$ cat src/rtl/abr_pkg.sv
// Package with constants and routing function for the auxiliary output and bus routing block.
package abr_pkg;

  // ==========================================================================
  // Widths
  localparam int ABR_SEL_W  = 5;
  localparam int ABR_DATA_W = 16;
  localparam int ABR_ADDR_W = 4;
  localparam int ABR_AUX_N  = 4;
  localparam int ABR_BUS_N  = 3;
  localparam int ABR_EVT_N  = 4;
  localparam int ABR_ERR_HI = 13;

  // ==========================================================================
  // Register indices
  localparam logic [3:0] ABR_REG_CTRL    = 4'h0;
  localparam logic [3:0] ABR_REG_STATUS  = 4'h1;
  localparam logic [3:0] ABR_REG_AUX0    = 4'h2;
  localparam logic [3:0] ABR_REG_BUSO0   = 4'h6;
  localparam logic [3:0] ABR_REG_BUSI0   = 4'h9;
  localparam logic [3:0] ABR_REG_ROUTED  = 4'hC;

  // Control register fields.
  localparam int ABR_CTRL_RUN  = 0;
  localparam int ABR_CTRL_SRST = 1;

  // ==========================================================================
  // Source selection codes
  localparam logic [4:0] ABR_SRC_OFF    = 5'h00;
  localparam logic [4:0] ABR_SRC_ERR    = 5'h01;
  localparam logic [4:0] ABR_SRC_EVT1   = 5'h02;
  localparam logic [4:0] ABR_SRC_EVT4   = 5'h05;
  localparam logic [4:0] ABR_SRC_INTERNAL_LINE_ONE   = 5'h14;
  localparam logic [4:0] ABR_SRC_BUS3   = 5'h16;
  localparam logic [4:0] ABR_SRC_MAX    = 5'h16;

  // Values after reset.
  localparam logic [4:0] ABR_AUX1_RST = 5'h14;
  localparam logic [4:0] ABR_AUX2_RST = 5'h15;
  localparam logic [4:0] ABR_AUX3_RST = 5'h16;
  localparam logic [4:0] ABR_AUX4_RST = 5'h00;
  localparam logic [4:0] ABR_BUSO_RST = 5'h00;
  localparam logic [1:0] ABR_BUSI_RST = 2'h0;
  localparam logic [0:0] ABR_RUN_RST  = 1'h0;

  // Bus input actions.
  typedef enum logic [1:0] {
    ABR_ACT_NONE  = 2'h0,
    ABR_ACT_RUN   = 2'h1,
    ABR_ACT_BANK0 = 2'h3,
    ABR_ACT_BANK1 = 2'h2
  } abr_action_t;

  // Picks one source from {bus3..internal_line_one, evt4..evt1, err}; unknown codes give off.
  function automatic logic abr_route(input logic [4:0] sel, input logic [7:0] src);
    logic r;
    r = 1'b0;
    if (sel == ABR_SRC_ERR)
      r = src[0];
    else if (sel >= ABR_SRC_EVT1 && sel <= ABR_SRC_EVT4)
      r = src[3'(sel - ABR_SRC_EVT1) + 3'h1];
    else if (sel >= ABR_SRC_INTERNAL_LINE_ONE && sel <= ABR_SRC_BUS3)
      r = src[3'(sel - ABR_SRC_INTERNAL_LINE_ONE) + 3'h5];
    return r;
  endfunction

endpackage

$ cat src/rtl/abr_sync.sv
// Two flip-flop synchroniser for pin inputs.
`timescale 1ns/10ps
`default_nettype none
module abr_sync
  import abr_pkg::*;
#(
  parameter int W = 1
)
(
  input  wire logic         clock,
  input  wire logic         rst_n,
  input  wire logic [W-1:0] din,
  output var  logic [W-1:0] dout
);

  logic [W-1:0] stage;

  always_ff @(posedge clock)
  begin
    if (!rst_n)
    begin
      stage <= '0;
      dout  <= '0;
    end
    else
    begin
      stage <= din;
      dout  <= stage;
    end
  end

endmodule
`default_nettype wire

$ cat src/rtl/abr_route_slot.sv
// One routed output: active selection latched on reload, registered routed value.
`timescale 1ns/10ps
`default_nettype none
module abr_route_slot
  import abr_pkg::*;
#(
  parameter logic [4:0] RST_SEL = 5'h00
)
(
  input  wire logic       clock,
  input  wire logic       rst_n,
  input  wire logic       reload,
  input  wire logic [4:0] pend_sel,
  input  wire logic [7:0] sources,
  output var  logic [4:0] act_sel,
  output var  logic       routed
);

  wire logic pick = abr_route(act_sel, sources);

  always_ff @(posedge clock)
  begin
    if (!rst_n)
    begin
      act_sel <= RST_SEL;
      routed  <= 1'b0;
    end
    else
    begin
      if (reload)
        act_sel <= pend_sel;
      routed <= pick;
    end
  end

endmodule
`default_nettype wire

$ cat src/rtl/abr_top.sv
// Auxiliary output and internal bus routing of the host function unit.
//
// Behaviour
// - Controller error source is high when any status bit 0 to 13 is set.
// - Each of four event inputs can be selected as a routing source.
// - Each of three bus inputs can be selected as a routing source.
// - Four auxiliary selections, codes 0 to 22, default 20, 21, 22, 0.
// - Assignment settings are accepted only while operation is stopped.
// - New settings take effect only after software reset or power-up.
// - Three shared single-bit internal buses exist.
// - Units drive buses by output assignments, act on levels by input assignments.
// - Three bus output selections, codes 0 to 22, default 0.
// - A unit reads back the bus value it drives itself.
// - Bus input actions are off without host unit or with distributed placement.
// - Internal lines one and two reach the two expansion terminals.
// - Event inputs can be routed to the unit's own auxiliary outputs.
// - Run/stop bus input: low level runs all channels, high stops them.
// - Bank bus inputs supply bank number bit 0 and bit 1.
`timescale 1ns/10ps
`default_nettype none
module abr_top
  import abr_pkg::*;
(
  input  wire logic        clock,
  input  wire logic        rst_n,
  input  wire logic [3:0]  reg_addr,
  input  wire logic [15:0] reg_wdata,
  input  wire logic        reg_wr,
  input  wire logic        reg_rd,
  output var  logic [15:0] reg_rdata,
  input  wire logic [15:0] device_status,
  input  wire logic [3:0]  event_in,
  input  wire logic [2:0]  bus_line_i,
  output var  logic [2:0]  bus_line_o,
  output var  logic [2:0]  bus_line_oe,
  input  wire logic        host_unit_present,
  input  wire logic        distributed_link,
  output var  logic [3:0]  aux_out,
  output var  logic        expansion_terminal_one,
  output var  logic        expansion_terminal_two,
  output var  logic        all_channel_stop,
  output var  logic [1:0]  bank_select,
  output var  logic        operation_running
);

  // ==========================================================================
  // Pin synchronisers
  logic [3:0] event_s;
  logic [2:0] bus_s;
  logic [1:0] strap_s;

  abr_sync #(.W(4)) u_sync_evt (
    .clock (clock),
    .rst_n (rst_n),
    .din   (event_in),
    .dout  (event_s)
  );

  abr_sync #(.W(3)) u_sync_bus (
    .clock (clock),
    .rst_n (rst_n),
    .din   (bus_line_i),
    .dout  (bus_s)
  );

  abr_sync #(.W(2)) u_sync_strap (
    .clock (clock),
    .rst_n (rst_n),
    .din   ({distributed_link, host_unit_present}),
    .dout  (strap_s)
  );

  // ==========================================================================
  // Register file
  logic                 run;
  logic                 reload;
  logic [4:0]           aux_pend [ABR_AUX_N];
  logic [4:0]           buso_pend [ABR_BUS_N];
  logic [1:0]           busi_pend [ABR_BUS_N];
  logic [1:0]           busi_act [ABR_BUS_N];
  logic [4:0]           aux_act [ABR_AUX_N];
  logic [4:0]           buso_act [ABR_BUS_N];
  logic [2:0]           bus_drv;
  logic [15:0]          next_rdata;

  // A write to any assignment is dropped while operation runs.
  wire logic       cfg_open   = !run;
  wire logic       wr_ctrl    = reg_wr && reg_addr == ABR_REG_CTRL;
  wire logic [3:0] aux_idx    = reg_addr - ABR_REG_AUX0;
  wire logic [3:0] buso_idx   = reg_addr - ABR_REG_BUSO0;
  wire logic [3:0] busi_idx   = reg_addr - ABR_REG_BUSI0;
  wire logic       hit_aux    = reg_addr >= ABR_REG_AUX0 && reg_addr < ABR_REG_BUSO0;
  wire logic       hit_buso   = reg_addr >= ABR_REG_BUSO0 && reg_addr < ABR_REG_BUSI0;
  wire logic       hit_busi   = reg_addr >= ABR_REG_BUSI0 && reg_addr < ABR_REG_ROUTED;
  wire logic       wr_cfg     = reg_wr && cfg_open;
  wire logic [4:0] wr_sel     = reg_wdata[4:0];
  wire logic       sel_legal  = wr_sel <= ABR_SRC_MAX;
  wire logic       srst_req   = wr_ctrl && reg_wdata[ABR_CTRL_SRST];

  always_ff @(posedge clock)
  begin
    if (!rst_n)
    begin
      run    <= ABR_RUN_RST;
      reload <= 1'b0;
    end
    else
    begin
      if (wr_ctrl)
        run <= reg_wdata[ABR_CTRL_RUN];
      reload <= srst_req;
    end
  end

  always_ff @(posedge clock)
  begin
    if (!rst_n)
    begin
      aux_pend[0] <= ABR_AUX1_RST;
      aux_pend[1] <= ABR_AUX2_RST;
      aux_pend[2] <= ABR_AUX3_RST;
      aux_pend[3] <= ABR_AUX4_RST;
      for (int i = 0; i < ABR_BUS_N; i++)
      begin
        buso_pend[i] <= ABR_BUSO_RST;
        busi_pend[i] <= ABR_BUSI_RST;
      end
    end
    else if (wr_cfg)
    begin
      if (hit_aux && sel_legal)
        aux_pend[aux_idx[1:0]] <= wr_sel;
      if (hit_buso && sel_legal)
        buso_pend[buso_idx[1:0]] <= wr_sel;
      if (hit_busi)
        busi_pend[busi_idx[1:0]] <= reg_wdata[1:0];
    end
  end

  // Bus input actions are latched on the same reload as the routing.
  always_ff @(posedge clock)
  begin
    if (!rst_n)
    begin
      for (int i = 0; i < ABR_BUS_N; i++)
        busi_act[i] <= ABR_BUSI_RST;
    end
    else if (reload)
    begin
      for (int i = 0; i < ABR_BUS_N; i++)
        busi_act[i] <= busi_pend[i];
    end
  end

  // ==========================================================================
  // Sources and routing
  wire logic       ctrl_err  = |device_status[ABR_ERR_HI:0];
  wire logic [2:0] bus_seen  = bus_s | bus_drv;
  wire logic [7:0] sources   = {bus_seen, event_s, ctrl_err};

  localparam logic [4:0] AUX_RST [ABR_AUX_N] = '{ABR_AUX1_RST, ABR_AUX2_RST,
                                                 ABR_AUX3_RST, ABR_AUX4_RST};

  for (genvar g = 0; g < ABR_AUX_N; g++)
  begin : g_aux
    abr_route_slot #(.RST_SEL(AUX_RST[g])) u_slot (
      .clock    (clock),
      .rst_n    (rst_n),
      .reload   (reload),
      .pend_sel (aux_pend[g]),
      .sources  (sources),
      .act_sel  (aux_act[g]),
      .routed   (aux_out[g])
    );
  end

  for (genvar g = 0; g < ABR_BUS_N; g++)
  begin : g_buso
    abr_route_slot #(.RST_SEL(ABR_BUSO_RST)) u_slot (
      .clock    (clock),
      .rst_n    (rst_n),
      .reload   (reload),
      .pend_sel (buso_pend[g]),
      .sources  (sources),
      .act_sel  (buso_act[g]),
      .routed   (bus_drv[g])
    );
  end

  // Wired-OR bus: a unit only drives while it asserts the line.
  assign bus_line_o  = bus_drv;
  assign bus_line_oe = bus_drv;

  // ==========================================================================
  // Bus input actions
  wire logic host_ok = strap_s[0] && !strap_s[1];

  function automatic logic abr_pick(input abr_action_t act, input logic [2:0] lvl,
                                    input logic [1:0] a0, input logic [1:0] a1,
                                    input logic [1:0] a2);
    return (a0 == act && lvl[0]) || (a1 == act && lvl[1]) || (a2 == act && lvl[2]);
  endfunction

  wire logic next_stop  = host_ok && abr_pick(ABR_ACT_RUN, bus_seen, busi_act[0],
                                              busi_act[1], busi_act[2]);
  wire logic next_bank0 = host_ok && abr_pick(ABR_ACT_BANK0, bus_seen, busi_act[0],
                                              busi_act[1], busi_act[2]);
  wire logic next_bank1 = host_ok && abr_pick(ABR_ACT_BANK1, bus_seen, busi_act[0],
                                              busi_act[1], busi_act[2]);

  always_ff @(posedge clock)
  begin
    if (!rst_n)
    begin
      all_channel_stop       <= 1'b0;
      bank_select            <= 2'h0;
      expansion_terminal_one <= 1'b0;
      expansion_terminal_two <= 1'b0;
    end
    else
    begin
      all_channel_stop       <= next_stop;
      bank_select            <= {next_bank1, next_bank0};
      expansion_terminal_one <= bus_seen[0];
      expansion_terminal_two <= bus_seen[1];
    end
  end

  assign operation_running = run;

  // ==========================================================================
  // Read path: data stand only in the cycle after the strobe.
  always_comb
  begin
    next_rdata = 16'h0000;
    if (reg_addr == ABR_REG_CTRL)
      next_rdata = {15'h0000, run};
    else if (reg_addr == ABR_REG_STATUS)
      next_rdata = {7'h00, host_ok, bus_seen, event_s, ctrl_err};
    else if (hit_aux)
      next_rdata = {11'h000, aux_pend[aux_idx[1:0]]};
    else if (hit_buso)
      next_rdata = {11'h000, buso_pend[buso_idx[1:0]]};
    else if (hit_busi)
      next_rdata = {14'h0000, busi_pend[busi_idx[1:0]]};
    else if (reg_addr == ABR_REG_ROUTED)
      next_rdata = {9'h000, bus_drv, aux_out};
  end

  always_ff @(posedge clock)
  begin
    if (!rst_n)
      reg_rdata <= 16'h0000;
    else
      reg_rdata <= reg_rd ? next_rdata : 16'h0000;
  end
endmodule
`default_nettype wire

$ cat config.mk
export PLATFORM = sky130hd
export DESIGN_NAME = abr_top
export DESIGN_NICKNAME = d
export VERILOG_FILES = /design/src/rtl/abr_pkg.sv /design/src/rtl/abr_sync.sv /design/src/rtl/abr_route_slot.sv /design/src/rtl/abr_top.sv
export SDC_FILE = /design/constraint.sdc
export NUM_CORES = 1
export LEC_CHECK = 0
export BUFFER_PORTS_ARGS = -buffer_cell sky130_fd_sc_hd__buf_2
export CAP_MARGIN = 5
export CELL_PAD_IN_SITES_DETAIL_PLACEMENT = 1
export CELL_PAD_IN_SITES_GLOBAL_PLACEMENT = 1
export CORE_UTILIZATION = 44
export CTS_BUF_LIST = sky130_fd_sc_hd__clkbuf_2 sky130_fd_sc_hd__clkbuf_4 sky130_fd_sc_hd__clkbuf_8
export CTS_CLUSTER_SIZE = 14
export DETAILED_ROUTE_END_ITERATION = 12
export PLACE_DENSITY_LB_ADDON = 0.1
export RECOVER_POWER = 25
export SETUP_SLACK_MARGIN = 0.02
export SLEW_MARGIN = 20
export SYNTH_ARGS = -nofsm -noshare
export SYNTH_HDL_FRONTEND = slang
export SYNTH_HIERARCHICAL = 1
export SYNTH_SLANG_ARGS = --single-unit
$ cat constraint.sdc
create_clock -name clock -period 2 [get_ports clock]
set_input_delay 0.1 -clock clock [delete_from_list [all_inputs] [get_ports clock]]
set_output_delay 0.1 -clock clock [all_outputs]
set_load 0.01 [all_outputs]
==> summary.txt <==
Synth
  • Xor-xnor portion of the synthesized cell area: 0.0125
  • Post-synthesis cell count: 660
  • Mapped cell area: 7320 sq um
  • Largest family of logic cells by synthesized area: simple AND/OR/NAND/NOR gates
  • Synth Flop Type: dfxtp_1
  • Number of synthesis warnings: 6
  • Post-synthesis cell type count: 55
  • Yosys reg bits: 130
  • Area share of and/or/nand/nor cells after synthesis: 0.175
  • Asr flop ratio synth: 0
  • Sequential area share after synthesis: 0.430
  • Number of synthesized flops with an enable pin: 54
  • Mux share of post-synthesis cell area: 0.162
  • Mean Syn Cell Area: 11.1 sq um
  • Adder-Cell Fraction of Synth Area: 0.0598
  • Post-synthesis compound-gate area fraction: 0.101

Critical path
  • CP Class: input port to flip-flop
  • CP Max Fanout: 12
  • R2R cell count: 7
  • Reg2reg end: g_aux[1].u_slot/routed$_SDFF_PN0_
  • Worst reg2reg setup slack: 0.08 ns
  • Launching point of the worst reg2reg path: g_aux[1].u_slot/act_sel[0]$_SDFFE_PN1P_
  • Required @ worst endpoint: 2.11 ns
  • Arr. time, crit path: 2.08 ns
  • CP endpoint kind: flip-flop
  • Critical Path Source Type: input port

STA
  • Setup TNS: 0 ns
  • Slew @ Worst Pin: 0.963 ns
  • Final Hold Viols: 0
  • Max transition margin: 0.358
  • Max-slew violation total from the final report: 0
  • Final Critical Period: 1.97 ns
  • Final hold slack: 0.182 ns
  • Max Clk Rate: 507 MHz
  • Worst Skew: 0.0114 ns
  • Period utilization: 0.985
  • Setup Viol. Count Final: 0

Clocking
  • Clk slew on worst S/H paths: 0.07 ns
  • CTS tree: yes
  • Worst skew pair latency: 0.43 ns
  • Clock root cell: clkbuf_8
  • CTS Buf Count: 17
  • H-tree Lvls: 4
  • Sink Count: 130
  • CTS Buffer Depth: 2

Global routing
  • First-pass GRT wire length: 31400 microns
  • GRT overflow: 0
  • Total track usage: 0.250
  • Initial antenna violation count: 0
  • Largest net degree at the start of global routing: 51
  • Vias in the first global route: 5867

Floorplan
  • Core area: 16100 sq um
  • Ports: 81
  • Die area: 17100 sq um
  • Die Ht: 131 microns
  • Site Rows: 46
  • Initial Util: 0.456
  • Die W: 131 microns

Placement
  • Dpl cell area: 7940 sq um
  • PortBufs: 60
  • HPWL Detailed: 14500 microns
  • Routability cong.: 0.856

Route
  • Drt wl/cell: 20.7 microns
  • Detailed Route Iter0 Violations: 251
  • Via count: 5557
  • Pre-antenna DRT Iters: 4
  • Vias per cell: 5.63
  • DRC viols: 0
  • Final ANT Viol Nets: 0
  • WL final: 20500 microns

Final layout
  • Final instance area: 8520 sq um
  • ANT cells: 0
  • Share of layout cells above drive strength 1: 0.198
  • Multi-input logic area: 3810 sq um
  • Fillers: 1795
  • Area grow syn2layout: 16.5%
  • Fin nets: 842
  • FF/Latch Area: 3140 sq um

Power and ir drop
  • Share of power burned in combinational logic: 0.087
  • Lkg Pwr: 3.29 nW
  • Seq pwr share: 0.498
  • NetSw: 1.35 mW
  • Pwr Density: 672 nW/um^2
  • Net Sw Frac: 0.235
  • VDD IR-drop max: 0.000458 V
  • Clk pwr share: 0.416
  • Power Internal: 4.38 mW

Run status
  • Outcome: completed

Hold path
  • Hold Path End: operation_running$_SDFFE_PN0P_
  • Hold crit path type: input port to flip-flop
  • Min-delay src: reg_wr
  • Hold path depth: 4

Flow run
  • Maxcap violations: 0
-- power by group through the flow --
stage	sequential (mW)	clock, mW	combinational, mW
2_1_floorplan	2.90	0	0.286
3_3_place_gp	2.91	0	0.455
3_5_place_dp	2.91	0	0.475
4_1_cts	2.85	2.43	0.498
5_1_grt	2.86	2.55	0.538
6_report	2.85	2.38	0.497
-- through the flow --
stage,utilization,cells,setup WS (ns),power [mW]
4_1_cts,0.529,983,0.0242,5.78
2_1_floorplan,-,666,0.0421,3.19
3_5_place_dp,0.494,937,0.0277,3.39
3_3_place_gp,0.494,937,0.114,3.36
5_1_grt,0.531,987,-0.000408,5.94
6_report,0.531,987,0.0291,5.73
-- cells in the final DEF, fill, tap and decap left out, types with 7 or more instances in the layout --
| master | count |
|---|---|
| ha_1 | 29 |
| buf_2 | 40 |
| o2111ai_1 | 8 |
| nor3_1 | 8 |
| mux4_1 | 14 |
| and3_1 | 17 |
| a2111o_1 | 7 |
| o31ai_1 | 7 |
| edfxtp_1 | 54 |
| and2_1 | 19 |
| a31oi_1 | 20 |
| buf_4 | 41 |
| conb_1 | 7 |
| dfxtp_1 | 76 |
| nand2_1 | 47 |
| a211oi_1 | 10 |
| mux2i_1 | 59 |
| nor2b_1 | 41 |
| o21ai_0 | 7 |
| o211ai_1 | 7 |
| clkbuf_1 | 22 |
| nor2_1 | 33 |
| clkbuf_8 | 17 |
| nand3_1 | 22 |
| inv_1 | 30 |
| mux4_2 | 10 |
| dlygate4sd3_1 | 14 |
| and3_2 | 9 |
-- how the worst max path moves through the flow --
stage / start / to / cells after the start
2_1_floorplan: reg_addr[0] / aux_pend[0][0]$_SDFFCE_PN0P_ / 10
3_3_place_gp: g_buso[0].u_slot/routed$_SDFF_PN0_ / g_buso[0].u_slot/routed$_SDFF_PN0_ / 5
3_5_place_dp: g_aux[2].u_slot/act_sel[1]$_SDFFE_PN1P_ / g_aux[2].u_slot/routed$_SDFF_PN0_ / 7
4_1_cts: g_aux[1].u_slot/act_sel[0]$_SDFFE_PN1P_ / g_aux[1].u_slot/routed$_SDFF_PN0_ / 7
5_1_grt: reg_wdata[3] / buso_pend[1][3]$_SDFFCE_PN0P_ / 7
6_report: reg_wdata[3] / buso_pend[2][3]$_SDFFCE_PN0P_ / 7
-- cells in the mapped netlist (2+ instances only) --
cell type | count | area [sq um]
and3_1 | 17 | 106
o2111ai_1 | 8 | 70.1
a2111oi_0 | 9 | 78.8
o32ai_1 | 2 | 17.5
o31ai_1 | 8 | 60.1
or2_2 | 3 | 18.8
nor3_1 | 8 | 40.0
o211ai_1 | 7 | 52.6
edfxtp_1 | 54 | 1620
a21oi_1 | 4 | 20.0
a221o_1 | 3 | 30.0
o21ai_0 | 7 | 35.0
xor2_2 | 4 | 65.1
nor4_1 | 4 | 25.0
buf_6 | 12 | 135
buf_2 | 9 | 45.0
a2111o_1 | 7 | 78.8
nor2b_1 | 41 | 257
inv_1 | 30 | 113
nand2b_1 | 3 | 18.8
xor2_1 | 3 | 26.3
ha_1 | 35 | 438
nand3b_1 | 4 | 30.0
nand3_1 | 22 | 110
dfxtp_1 | 76 | 1520
and3_2 | 9 | 67.6
and2_1 | 25 | 156
a211oi_1 | 10 | 75.1
buf_4 | 12 | 90.1
a31oi_1 | 21 | 131
nand4_1 | 3 | 18.8
or2_1 | 4 | 25.0
mux2i_1 | 59 | 591
clkbuf_1 | 14 | 52.6
a22oi_1 | 3 | 22.5
mux4_2 | 10 | 225
nand2_1 | 47 | 176
nor2_1 | 33 | 124
mux4_1 | 14 | 368
-- sequential cells by signal (all words and copies together), names as in the netlist --
signal / count
aux_pend: 20
buso_pend: 20
g_aux.u_slot/act_sel: 20
g_buso.u_slot/act_sel: 15
reg_rdata: 9
busi_pend: 8
busi_act: 6
g_aux.u_slot/routed: 4
u_sync_evt/dout: 4
u_sync_evt/stage: 4
g_buso.u_slot/routed: 3
u_sync_bus/dout: 3
u_sync_bus/stage: 3
bank_select: 2
u_sync_strap/dout: 2
u_sync_strap/stage: 2
all_channel_stop: 1
expansion_terminal_one: 1
expansion_terminal_two: 1
operation_running: 1
reload: 1
-- final cells by class --
type | count | area share
multi-input cells | 459 | 0.447
flip-flops and latches | 130 | 0.369
repair buffers | 120 | 0.0910
well taps | 216 | 0.0317
clock buffers | 19 | 0.0292
clock inverters | 13 | 0.0195
inverters | 30 | 0.0132
-- timing repair --
item / 4_1_cts / 5_1_grt
hold endpoints to repair: 15 / 0
pin swaps: 0 / 1
resized for setup: 1 / 11
setup endpoints to repair: 1 / 22
gates cloned: 0 / 0
buffers inserted: 0 / 4
hold buffers: 14 / 0
-- critical path, cell delays in order --
cell and delay [ns]:
dlygate4sd3_1 0.53, clkbuf_1 0.26, a31oi_2 0.35, o2111ai_4 0.23, nor2_4 0.32, nand2_1 0.09
nand2_1 0.20
-- routing by layer --
metal,vias up,share of wire,GRT usage
met5,-,0,0
met4,0,0.013,0.0865
met3,21,0.038,0.0444
met2,133,0.51,0.436
met1,2780,0.44,0.312
li1,2623,-,-
-- logic make-up (layout without fill, tap and decap cells) --
family / after synthesis / count (layout)
AOI/OAI and AO/OA: 95 / 95
and+or+nand+nor: 232 / 232
other: 1 / 7
xor gates and xnor gates: 7 / 7
adders and majority gates: 35 / 35
buffers and inverters: 77 / 182
DFF: 130 / 130
muxes: 83 / 83
Power figures use the tool's default switching activity.
